--- config.mk ---
export PLATFORM = sky130hd
export DESIGN_NAME = ipm_pin_mux
export DESIGN_NICKNAME = d
export VERILOG_FILES = /design/src/rtl/ipm_pin_mux.v /design/src/rtl/ipm_pol_in.v /design/src/rtl/ipm_ext_irq.v
export VERILOG_INCLUDE_DIRS = /design/src /design/src/shared
export SDC_FILE = /design/constraint.sdc
export NUM_CORES = 1
export LEC_CHECK = 0
export ABC_AREA = 1
export ABC_CLOCK_PERIOD_IN_PS = 1300
export BUFFER_PORTS_ARGS = -buffer_cell sky130_fd_sc_hd__buf_4
export CORE_UTILIZATION = 43
export CTS_CLUSTER_SIZE = 40
export DETAILED_ROUTE_END_ITERATION = 7
export HOLD_SLACK_MARGIN = 0.05
export PLACE_DENSITY = 0.84
export SYNTH_ARGS = -nofsm -noshare
export SYNTH_HDL_FRONTEND = slang
export SYNTH_SLANG_ARGS = --single-unit
export TNS_END_PERCENT = 1
--- constraint.sdc ---
create_clock -name ref_clk -period 1.3 [get_ports ref_clk]
set_input_delay 0.13 -clock ref_clk [delete_from_list [all_inputs] [get_ports ref_clk]]
set_output_delay 0.13 -clock ref_clk [all_outputs]
set_load 0.1 [all_outputs]
--- src/shared/ipm_consts.vh ---
`ifndef IPM_CONSTS_VH
`define IPM_CONSTS_VH
// interface mode field
`define IPM_MODE_PORTS 2'b00
`define IPM_MODE_RSVD 2'b01
`define IPM_MODE_WAVE 2'b10
`define IPM_MODE_SLAVE 2'b11
// register indices
`define IPM_REG_IFMODE 3'h0
`define IPM_REG_POLAR 3'h1
`define IPM_REG_PACFG 3'h2
`define IPM_REG_WAKE 3'h3
`define IPM_REG_OEA 3'h4
`define IPM_REG_OUTA 3'h5
`define IPM_REG_STATUS 3'h6
`define IPM_REG_EPCFG 3'h7
// field positions
`define IPM_POL_RD 3
`define IPM_POL_WR 2
`define IPM_POL_OE 4
`define IPM_POL_PKT 5
`define IPM_PACFG_IRQ0 0
`define IPM_PACFG_IRQ1 1
`define IPM_PACFG_CS 7
`define IPM_WAKE_EN2 1
`define IPM_WAKE_POL 4
`define IPM_WAKE_SEL2 7
`define IPM_IT0 2
`define IPM_IT1 3
`define IPM_EP_WIDE 0
// reset values
`define IPM_RST_BYTE 8'h00
`endif

--- src/rtl/ipm_pin_mux.v ---
// The placing of the registers and the plain strobed port are this design's own decisions.
`timescale 1ns/100ps
`include "ipm_consts.vh"
// Overview of operation
// - two-bit mode field picks port, waveform master or slave fifo pin use
// - after reset all shared pins are plain port bits
// - slave mode: first ready pin is read strobe, polarity from polarity bit 3
// - slave mode: second ready pin is write strobe, polarity from bit 2
// - control out 0 carries flag a, programmable level of selected fifo
// - control out 1 carries flag b, full of selected fifo
// - control out 2 carries flag c, empty of selected fifo
// - wake pin, programmable polarity, restarts oscillator and interrupts suspended core
// - wake pin held asserted blocks entry to suspend
// - port a bit 0 becomes active-low irq 0, edge or level
// - port a bit 1 becomes active-low irq 1, edge or level
// - slave mode: port a bit 2 is data output enable, polarity bit 4
// - port a bit 3 is second wake source when enabled, polarity from wake bit 4, shared with wake pin
// - second wake source wakes core on transition to its active level and blocks suspend
// - slave mode: port a bits 4 and 5 select the fifo
// - reset clears all config registers including mode and pin function choices, releases all port pin drivers and drives the control outputs high
// - waveform and slave modes: port b is low data byte
// - port d is high data byte only in fifo modes with word-wide endpoint
// - slave mode: packet commit input, polarity from bit 5
// - chip select on port a bit 7 gates all other slave strobes
module ipm_pin_mux (
  input wire ref_clk,
  input wire sys_rst,
  // register port
  input wire [2:0] reg_addr,
  input wire [7:0] reg_wdata,
  input wire reg_wr,
  input wire reg_rd,
  output reg [7:0] reg_rdata,
  // port a pins (oe low drives)
  input wire [7:0] port_a_in,
  output reg [7:0] port_a_out,
  output reg [7:0] port_a_oe_n,
  // port b pins
  input wire [7:0] port_b_in,
  output reg [7:0] port_b_out,
  output reg [7:0] port_b_oe_n,
  // port d pins
  input wire [7:0] port_d_in,
  output reg [7:0] port_d_out,
  output reg [7:0] port_d_oe_n,
  // ready pins and control pins
  input wire ready_input_0,
  input wire ready_input_1,
  output reg [2:0] ctl_pin_out,
  // core-side waveform engine
  input wire [2:0] waveform_ctrl_out,
  input wire [15:0] waveform_data_out,
  input wire waveform_data_drive,
  output reg [15:0] shared_data_in,
  output reg [1:0] ready_to_engine,
  // core-side slave fifo
  input wire [3:0] fifo_level_flag,
  input wire [3:0] fifo_full_flag,
  input wire [3:0] fifo_empty_flag,
  input wire [3:0] fifo_flag_d,
  input wire [15:0] fifo_read_data,
  output reg [1:0] fifo_select,
  output reg fifo_read_strobe,
  output reg fifo_write_strobe,
  output reg fifo_output_enable,
  output reg packet_commit_input,
  // port side data for the core
  input wire [7:0] port_b_reg_out,
  input wire [7:0] port_b_reg_oe,
  input wire [7:0] port_d_reg_out,
  input wire [7:0] port_d_reg_oe,
  output reg [7:0] port_a_pins,
  // wake and interrupts
  input wire wake_pin,
  input wire core_suspended,
  input wire suspend_request,
  input wire irq0_ack,
  input wire irq1_ack,
  output wire ext_irq0,
  output wire ext_irq1,
  output reg osc_restart,
  output reg wake_irq,
  output reg suspend_allowed
);
  reg [7:0] ifmode_reg;
  reg [7:0] polar_reg;
  reg [7:0] pacfg_reg;
  reg [7:0] wake_reg;
  reg [7:0] oea_reg;
  reg [7:0] outa_reg;
  reg [7:0] epcfg_reg;
  reg [7:0] pins_a_reg;
  reg [7:0] pins_b_reg;
  reg [7:0] pins_d_reg;
  reg [7:0] rdata_next;
  wire [1:0] mode;
  wire slave_mode;
  wire fifo_mode;
  wire word_wide;
  wire cs_used;
  wire cs_ok;
  wire wake1_lvl;
  wire wake1_rise;
  wire wake2_lvl;
  wire wake2_rise;
  wire wake2_on;
  wire rd_act;
  wire wr_act;
  wire oe_act;
  wire pkt_act;
  wire [1:0] sel;
  integer i;

  // mode field only changes at a clock edge, so pin muxing never sees a half update
  assign mode = ifmode_reg[1:0];
  assign slave_mode = (mode == `IPM_MODE_SLAVE);
  assign fifo_mode = (mode == `IPM_MODE_SLAVE) || (mode == `IPM_MODE_WAVE);
  assign word_wide = epcfg_reg[`IPM_EP_WIDE];
  assign cs_used = slave_mode && pacfg_reg[`IPM_PACFG_CS];
  assign cs_ok = !cs_used || !port_a_in[7];
  assign sel = port_a_in[5:4];
  assign wake2_on = wake_reg[`IPM_WAKE_EN2] && wake_reg[`IPM_WAKE_SEL2] && !oea_reg[3];

  // register file
  always @(posedge ref_clk) begin
    if (sys_rst) begin
      ifmode_reg <= `IPM_RST_BYTE;
      polar_reg <= `IPM_RST_BYTE;
      pacfg_reg <= `IPM_RST_BYTE;
      wake_reg <= `IPM_RST_BYTE;
      oea_reg <= `IPM_RST_BYTE;
      outa_reg <= `IPM_RST_BYTE;
      epcfg_reg <= `IPM_RST_BYTE;
      reg_rdata <= `IPM_RST_BYTE;
    end else begin
      if (reg_wr) begin
        if (reg_addr == `IPM_REG_IFMODE) begin
          ifmode_reg <= reg_wdata;
        end else if (reg_addr == `IPM_REG_POLAR) begin
          polar_reg <= reg_wdata;
        end else if (reg_addr == `IPM_REG_PACFG) begin
          pacfg_reg <= reg_wdata;
        end else if (reg_addr == `IPM_REG_WAKE) begin
          wake_reg <= reg_wdata;
        end else if (reg_addr == `IPM_REG_OEA) begin
          oea_reg <= reg_wdata;
        end else if (reg_addr == `IPM_REG_OUTA) begin
          outa_reg <= reg_wdata;
        end else if (reg_addr == `IPM_REG_EPCFG) begin
          epcfg_reg <= reg_wdata;
        end
      end
      reg_rdata <= reg_rd ? rdata_next : `IPM_RST_BYTE;
    end
  end

  always @* begin
    if (reg_addr == `IPM_REG_IFMODE) begin
      rdata_next = ifmode_reg;
    end else if (reg_addr == `IPM_REG_POLAR) begin
      rdata_next = polar_reg;
    end else if (reg_addr == `IPM_REG_PACFG) begin
      rdata_next = pacfg_reg;
    end else if (reg_addr == `IPM_REG_WAKE) begin
      rdata_next = wake_reg;
    end else if (reg_addr == `IPM_REG_OEA) begin
      rdata_next = oea_reg;
    end else if (reg_addr == `IPM_REG_OUTA) begin
      rdata_next = outa_reg;
    end else if (reg_addr == `IPM_REG_STATUS) begin
      rdata_next = {core_suspended, suspend_allowed, wake2_lvl, wake1_lvl,
                    fifo_output_enable, fifo_write_strobe, fifo_read_strobe, slave_mode};
    end else begin
      rdata_next = epcfg_reg;
    end
  end

  // polarity-corrected slave inputs and wake sources
  ipm_pol_in u_rd (.ref_clk(ref_clk), .sys_rst(sys_rst), .pin_in(ready_input_0),
    .active_high(polar_reg[`IPM_POL_RD]), .level(rd_act), .rise());
  ipm_pol_in u_wr (.ref_clk(ref_clk), .sys_rst(sys_rst), .pin_in(ready_input_1),
    .active_high(polar_reg[`IPM_POL_WR]), .level(wr_act), .rise());
  ipm_pol_in u_oe (.ref_clk(ref_clk), .sys_rst(sys_rst), .pin_in(port_a_in[2]),
    .active_high(polar_reg[`IPM_POL_OE]), .level(oe_act), .rise());
  ipm_pol_in u_pkt (.ref_clk(ref_clk), .sys_rst(sys_rst), .pin_in(port_a_in[6]),
    .active_high(polar_reg[`IPM_POL_PKT]), .level(pkt_act), .rise());
  ipm_pol_in u_wk1 (.ref_clk(ref_clk), .sys_rst(sys_rst), .pin_in(wake_pin),
    .active_high(wake_reg[`IPM_WAKE_POL]), .level(wake1_lvl), .rise(wake1_rise));
  ipm_pol_in u_wk2 (.ref_clk(ref_clk), .sys_rst(sys_rst), .pin_in(port_a_in[3]),
    .active_high(wake_reg[`IPM_WAKE_POL]), .level(wake2_lvl), .rise(wake2_rise));

  // external interrupts on port a bits 0 and 1
  ipm_ext_irq u_irq0 (.ref_clk(ref_clk), .sys_rst(sys_rst),
    .enable(pacfg_reg[`IPM_PACFG_IRQ0]), .pin_n(port_a_in[0]),
    .edge_mode(wake_reg[`IPM_IT0]), .ack(irq0_ack), .irq(ext_irq0));
  ipm_ext_irq u_irq1 (.ref_clk(ref_clk), .sys_rst(sys_rst),
    .enable(pacfg_reg[`IPM_PACFG_IRQ1]), .pin_n(port_a_in[1]),
    .edge_mode(wake_reg[`IPM_IT1]), .ack(irq1_ack), .irq(ext_irq1));

  // core-facing fifo strobes, gated by mode and chip select
  always @* begin
    fifo_select = slave_mode ? sel : 2'b00;
    fifo_read_strobe = slave_mode && cs_ok && rd_act;
    fifo_write_strobe = slave_mode && cs_ok && wr_act;
    fifo_output_enable = slave_mode && cs_ok && oe_act;
    packet_commit_input = slave_mode && cs_ok && pkt_act;
    ready_to_engine = (mode == `IPM_MODE_WAVE) ? {ready_input_1, ready_input_0} : 2'b00;
    shared_data_in = {pins_d_reg, pins_b_reg};
    port_a_pins = pins_a_reg;
  end

  // wake and suspend gating, a held wake level refuses suspend
  always @* begin
    osc_restart = core_suspended && (wake1_rise || (wake2_on && wake2_rise));
    wake_irq = osc_restart;
    suspend_allowed = suspend_request && !wake1_lvl && !(wake2_on && wake2_lvl);
  end

  // registered pin drivers; flops keep outputs free of decode glitches
  always @(posedge ref_clk) begin
    if (sys_rst) begin
      port_a_out <= `IPM_RST_BYTE;
      port_a_oe_n <= 8'hff;
      port_b_out <= `IPM_RST_BYTE;
      port_b_oe_n <= 8'hff;
      port_d_out <= `IPM_RST_BYTE;
      port_d_oe_n <= 8'hff;
      ctl_pin_out <= 3'b111;
      pins_a_reg <= `IPM_RST_BYTE;
      pins_b_reg <= `IPM_RST_BYTE;
      pins_d_reg <= `IPM_RST_BYTE;
    end else begin
      pins_a_reg <= port_a_in;
      pins_b_reg <= port_b_in;
      pins_d_reg <= port_d_in;
      for (i = 0; i < 8; i = i + 1) begin
        port_a_out[i] <= outa_reg[i];
        port_a_oe_n[i] <= ~oea_reg[i];
      end
      // alternate inputs release the port driver
      if (pacfg_reg[`IPM_PACFG_IRQ0]) port_a_oe_n[0] <= 1'b1;
      if (pacfg_reg[`IPM_PACFG_IRQ1]) port_a_oe_n[1] <= 1'b1;
      if (wake2_on) port_a_oe_n[3] <= 1'b1;
      if (slave_mode) begin
        port_a_oe_n[2] <= 1'b1;
        port_a_oe_n[5:4] <= 2'b11;
        port_a_oe_n[6] <= 1'b1;
        if (pacfg_reg[`IPM_PACFG_CS]) begin
          port_a_oe_n[7] <= 1'b1;
        end else begin
          port_a_out[7] <= fifo_flag_d[sel];
          port_a_oe_n[7] <= 1'b0;
        end
        ctl_pin_out <= {fifo_empty_flag[sel], fifo_full_flag[sel], fifo_level_flag[sel]};
      end else if (mode == `IPM_MODE_WAVE) begin
        ctl_pin_out <= waveform_ctrl_out;
      end else begin
        ctl_pin_out <= 3'b111;
      end
      if (fifo_mode) begin
        // slave mode drives data only while the outside enables it
        port_b_out <= slave_mode ? fifo_read_data[7:0] : waveform_data_out[7:0];
        port_b_oe_n <= slave_mode ? {8{~fifo_output_enable}} : {8{~waveform_data_drive}};
      end else begin
        port_b_out <= port_b_reg_out;
        port_b_oe_n <= ~port_b_reg_oe;
      end
      if (fifo_mode && word_wide) begin
        port_d_out <= slave_mode ? fifo_read_data[15:8] : waveform_data_out[15:8];
        port_d_oe_n <= slave_mode ? {8{~fifo_output_enable}} : {8{~waveform_data_drive}};
      end else begin
        port_d_out <= port_d_reg_out;
        port_d_oe_n <= ~port_d_reg_oe;
      end
    end
  end
endmodule // ipm_pin_mux

--- src/rtl/ipm_pol_in.v ---
`timescale 1ns/100ps
// polarity-corrected input with one-cycle rising-edge pulse
module ipm_pol_in (
  input wire ref_clk,
  input wire sys_rst,
  input wire pin_in,
  input wire active_high,
  output wire level,
  output wire rise
);
  reg last_reg;
  assign level = active_high ? pin_in : ~pin_in;
  always @(posedge ref_clk) begin
    if (sys_rst) begin
      last_reg <= 1'b0;
    end else begin
      last_reg <= level;
    end
  end
  assign rise = level & ~last_reg;
endmodule // ipm_pol_in

--- src/rtl/ipm_ext_irq.v ---
`timescale 1ns/100ps
// active-low interrupt request, edge or level triggered
module ipm_ext_irq (
  input wire ref_clk,
  input wire sys_rst,
  input wire enable,
  input wire pin_n,
  input wire edge_mode,
  input wire ack,
  output reg irq
);
  reg last_reg;
  reg flag_reg;
  always @(posedge ref_clk) begin
    if (sys_rst) begin
      last_reg <= 1'b1;
      flag_reg <= 1'b0;
    end else begin
      last_reg <= pin_n;
      // set wins over acknowledge
      if (enable && last_reg && !pin_n) begin
        flag_reg <= 1'b1;
      end else if (ack || !enable) begin
        flag_reg <= 1'b0;
      end
    end
  end
  always @* begin
    irq = enable & (edge_mode ? flag_reg : ~pin_n);
  end
endmodule // ipm_ext_irq

# ---- After elaboration in Yosys (flattened, before gate mapping)
# Index checks and enable logic that the tools add are counted.
dict set report op_classes {
  n_mux 42
  n_reduce_logical 47
  bitwise 33
  eq_ne 9
  magnitude_cmp 1
}
# operator count
set ops {}
lappend ops {{two-way mux 8 bit} 14}
lappend ops {{inverter 1 bit} 27}
lappend ops {{two-way mux 1 bit} 19}
lappend ops {{logical AND 1 bit} 18}
lappend ops {{inverter 8 bit} 2}
lappend ops {{== test 3 bit (second input constant)} 4}
lappend ops {{OR reduction 2 bit} 5}
lappend ops {{logical NOT 1 bit} 9}
lappend ops {{binary-select mux 1 bit (select 2 bit)} 4}
lappend ops {{AND reduction 8 bit} 1}
lappend ops {{AND reduction 7 bit} 1}
lappend ops {{== test 3 x 2 -> 1 bit (second input constant)} 2}
lappend ops {{two-way mux 3 bit} 2}
lappend ops {{AND reduction 6 bit} 1}
lappend ops {{logical OR 1 bit} 5}
lappend ops {{AND reduction 5 bit} 1}
lappend ops {{AND 1 bit} 4}
lappend ops {{== test 2 bit (second input constant)} 2}
lappend ops {{two-way mux 2 bit} 2}
lappend ops {{two-way mux 4 bit} 1}
lappend ops {{AND reduction 4 bit} 1}
lappend ops {{nonzero test 2 bit} 2}
lappend ops {{== test 3 x 1 -> 1 bit (second input constant)} 1}
lappend ops {{logical NOT 3 bit} 1}
lappend ops {{3 further kinds} 3}
dict set report totals {
  reg_bits 145
  out_inout_bits 96
  inputBits 130
}

# ---- Longest topological paths before layout
dict set report depth {
  word_depth 13
  depth_mapped 16
  ltp_nobuf 15
}

# ---- By module
# From an unflattened synthesis, not the netlist that was laid out.
dict set report hier_totals {
  cells_unflattened 801
  area_unflattened_um2 5865.6
}
# mod seq_area_each_um2 cells_each area_per_inst_um2 n_inst
set modules_own_cells {}
lappend modules_own_cells {ipm_pin_mux 2782.7 719 5362.6 1}
lappend modules_own_cells {ipm_pol_in 20.0 9 52.6 6}
lappend modules_own_cells {ipm_ext_irq 40.0 14 93.8 2}

# ---- Least setup slack after synthesis
# No wires, ideal clock.
dict set report synth_path {
  path_type {register to register}
  startpoint {reg ifmode_reg[0]}
  endpoint {reg reg_rdata[2]}
  stages_incl_launch_ff 13
  setup_time_ns 0.070
  path_slack_ns -0.786
  path_buffers 0
  synth_period_minus_slack_ns 2.086
  arrival_ns 2.016
  cell_sequence {dfxtp_1 -> nand2_2 -> inv_2 -> o21ai_2 -> a21oi_2 -> nand2_1 -> nand3_1 -> nand2_1 -> nand2_1 -> nand2_1 -> nand2_1 -> nand2_1 -> a21oi_1}
}
dict set report synth_between {
  elab_chain_cells 13
}
# element line
set synth_rtl {}
lappend synth_rtl {{start: declaration} ipm_pin_mux.v:85} ;# reg [7:0] ifmode_reg;
lappend synth_rtl {{start signal: assignment} ipm_pin_mux.v:127} ;# ifmode_reg <= `IPM_RST_BYTE;
lappend synth_rtl {{start signal: assignment} ipm_pin_mux.v:138} ;# ifmode_reg <= reg_wdata;
lappend synth_rtl {{== test 2 bit (no source line) *} -}
lappend synth_rtl {{logical AND 1 bit} ipm_pin_mux.v:119} ;# assign cs_used = slave_mode && pacfg_reg[`IPM_PACFG_CS];
lappend synth_rtl {{logical NOT 1 bit} ipm_pin_mux.v:120} ;# assign cs_ok = !cs_used || !port_a_in[7];
lappend synth_rtl {{logical OR 1 bit} ipm_pin_mux.v:120}
lappend synth_rtl {{logical AND 1 bit * (2 in a row)} ipm_pin_mux.v:204} ;# fifo_write_strobe = slave_mode && cs_ok && wr_act;
lappend synth_rtl {{via fifo_write_strobe} ipm_pin_mux.v:64} ;# output reg fifo_write_strobe,
lappend synth_rtl {{two-way mux 8 bit *} ipm_pin_mux.v:170} ;# end else if (reg_addr == `IPM_REG_STATUS) begin
lappend synth_rtl {{two-way mux 8 bit *} ipm_pin_mux.v:168} ;# end else if (reg_addr == `IPM_REG_OUTA) begin
lappend synth_rtl {{two-way mux 8 bit *} ipm_pin_mux.v:166} ;# end else if (reg_addr == `IPM_REG_OEA) begin
lappend synth_rtl {{two-way mux 8 bit *} ipm_pin_mux.v:164} ;# end else if (reg_addr == `IPM_REG_WAKE) begin
lappend synth_rtl {{two-way mux 8 bit *} ipm_pin_mux.v:162} ;# end else if (reg_addr == `IPM_REG_PACFG) begin
lappend synth_rtl {{two-way mux 8 bit *} ipm_pin_mux.v:160} ;# end else if (reg_addr == `IPM_REG_POLAR) begin
lappend synth_rtl {{two-way mux 8 bit *} ipm_pin_mux.v:158} ;# if (reg_addr == `IPM_REG_IFMODE) begin
lappend synth_rtl {{end signal: assignment} ipm_pin_mux.v:134} ;# reg_rdata <= `IPM_RST_BYTE;
lappend synth_rtl {{end signal: assignment} ipm_pin_mux.v:153} ;# reg_rdata <= reg_rd ? rdata_next : `IPM_RST_BYTE;
lappend synth_rtl {{end: declaration} ipm_pin_mux.v:33} ;# output reg [7:0] reg_rdata,
# Mark *: on every way through the listed nets, which the timed path passes. The rest lies on a longest branch.
# A chain may end at the register's enable or synchronous reset.

# ---- Worst setup path in the final report
dict set report layout_path {
  startpoint {reg polar_reg[4]}
  endpoint {out fifo_output_enable}
}
dict set report layout_between {
  elab_chain_cells 2
}
# element line
set layout_rtl {}
lappend layout_rtl {{start: declaration} ipm_pin_mux.v:86} ;# reg [7:0] polar_reg;
lappend layout_rtl {{start signal: assignment} ipm_pin_mux.v:128} ;# polar_reg <= `IPM_RST_BYTE;
lappend layout_rtl {{start signal: assignment} ipm_pin_mux.v:140} ;# polar_reg <= reg_wdata;
lappend layout_rtl {{two-way mux 1 bit} ipm_pol_in.v:12} ;# assign level = active_high ? pin_in : ~pin_in;
lappend layout_rtl {{logical AND 1 bit} ipm_pin_mux.v:205} ;# fifo_output_enable = slave_mode && cs_ok && oe_act;
lappend layout_rtl {{end: declaration} ipm_pin_mux.v:65} ;# output reg fifo_output_enable,
# Every way passes these cells.

==> out/metrics.yaml <==
avgSynthCellArea_sq_um: 7.48
endpoint_kind: "output pin"
instances_no_fill: 1284
synthAdderAreaFrac_pct: 0
maxCapViolations: 0
gp_congestion: 1.01
route.met3.wl_mm: 3.23
grt-ovfl-total: 0
grt_pass1_wl_mm: 37.4
powerDensity_mw_per_mm2: 1280
track_usage_pct: 38.3
firstDrtPassIters: 6
path_max_fanout: 2
final.setup.tns_ps: -7440
layout-drive-gt1-share_pct: 34.0
clockBufferDepth: 2
synth_top_cells_by_area: "dfxtp_1, nand2_1, o21ai_0, nor2_1, a21oi_1"
path_class: "reg2out"
final-max-slew-violation-count: 0
tightest_slew_ps: 729
dr_wl_met2_mm: 12.8
fp.dieW_um: 116
port_buffers: 225
vias_per_cell: 5.69
cts.sinks: 145
hold_viol: 0
synth_top_area_share_pct: 52.2
grt_pass1_vias: 6942
dieHeight_um: 116
arrival_ps: 1590
hpwl_mm: 13.9
cts.clk_slew.worst_paths_ps: 60
status: "finished, violations left"
fin_skew_ps: 10.7
synth_top_family_by_area: "simple AND/OR/NAND/NOR gates"
p_leak_nw: 4.51
ir_drop_uv: 934
antenna_found_initial: 3
synth_nets: 873
synth-compound-area-share_pct: 19.2
initial_core_util_pct: 44.0
crit_required_ps: 1170
ys_seq_area_share_pct: 52.2
ios: 226
synthMuxAreaShare_pct: 0
tritoncts: "built"
fin_ws_ps: -425
cp_slowest_cell: "dfxtp_1"
yosys_warnings: 0
synthXorXnorAreaFrac_pct: 0.315
synthCells: 743
violations: "negative setup slack"
synth-simple-area-share_pct: 20.1
drc_errors: 0
cp-start-kind: "flop"
ant_nets: 0
core_sq_mm: 0.0126
drt-total-wl_mm: 27.4
post-place-ws_ps: -213
grt_max_degree: 51
cts_inserted_buffers: 17
holdPathStages: 3
drtIter0Drc: 1035
root_buffer: "clkbuf_16"
clk_latency_ps: 420
drt-met1-wl_mm: 8.82
ys_types: 27
finalSetupViolations: 38
r2r_cells: 6
post-route-period-util_pct: 133
htree_levels: 4
vias: 7311
final_cell_mix: "buf_4, dfxtp_1, nand2_1, nor2_1, dlygate4sd3_1"
area.growth.synth_to_final_pct: 74.5
layout_min_cycle_time_ps: 1720
crit_chain: "xnor2_1 -> nand2_2 -> clkinvlp_4 -> buf_4 -> buf_12"
layout_commonest_cell: "buf_4"
wire_per_inst_um: 21.3
power.total_mw: 12.4
max_stage_delay_ps: 350
rows: 41
syn-cell-area_sq_mm: 0.00556
final_nets: 1227
dp_cells: 1160
highest_layer: "met5"
slew_headroom_pct: 50.9
synth_top_cell_by_area: "dfxtp_1"
hp-class: "in2reg"
ys_ff_latch: 145
grt_setup_unrepaired: "yes"
fmax_ghz: 0.580
dieArea_sq_mm: 0.0134
==> Yosys cell counts, drive strengths merged <==
master,count
dfxtp,145
nand2,127
nor2,110
o21ai,94
a21oi,85
inv,84
nand3,38
clkbuf,21
o22ai,13
buf,10
o211ai,6
a22oi,3
clkinv,2
or2,2
and2,1
xnor2,1
xor2,1
==> cell type report <==
type	count	area, sq um
flip-flops and latches	145	2920
clock inverters	9	131
repair buffers	366	3210
diodes	2	5.00
inverters	86	335
clock buffers	23	468
multi-input cells	481	2410
fillers	770	2920
well taps	172	215
==> routing by layer <==
metal	global-route usage, %	vias to the layer above
li1	-	3123
met1	39.6	3265
met2	60.0	668
met3	16.6	249
met4	32.7	6
met5	0	-
==> repair_timing <==
item,CTS,global route
buffers inserted,4,2
endpoints found under the hold margin,66,0
setup endpoints to repair,40,54
gates resized for setup,68,61
pin swaps,6,6
hold buffers,84,0
==> logic make-up after synthesis <==
family / count (synthesis)
xor gates and xnor gates: 2
buffers and inverters: 117
AOI/OAI and AO/OA: 201
DFF: 145
and+or+nand+nor: 278
==> path summary, 6_finish.rpt <==
check | slack [ps] | start | end
worst min-delay path | 60 | port_d_reg_out[5] | port_d_out[5]$_SDFF_PP0_
worst max register to register | -310 | polar_reg[4]$_SDFFE_PP0P_ | port_b_oe_n[1]$_SDFF_PP1_
worst min register to register | 450 | oea_reg[0]$_SDFFE_PP0P_ | port_a_oe_n[0]$_SDFF_PP1_
worst max-delay path | -420 | polar_reg[4]$_SDFFE_PP0P_ | fifo_output_enable
==> power breakdown <==
group	internal [mW]	switching, mW	total [mW]
combinational	0.895	1.79	2.69
clock	3.12	1.90	5.01
sequential	4.63	0.110	4.74
==> per-stage QoR <==
stage          cell area, sq um  util (%)  hold WS (ps)
2_1_floorplan              5620         -           230
5_1_grt                    9690      76.8          61.9
3_3_place_gp               7810      61.9           314
3_5_place_dp               7810      61.9           317
6_report                   9700      76.8          64.4
4_1_cts                    9520      75.4          51.7
==> critical path, delay by kind of cell, from the launching register on <==
| family | cells | cell delay, ps |
|---|---|---|
| AND/OR/NAND/NOR | 1 | 130 |
| XOR/XNOR | 1 | 270 |
| buffers and inverters | 3 | 430 |
| flip-flops | 1 | 350 |
Power figures use the tool's default switching activity.
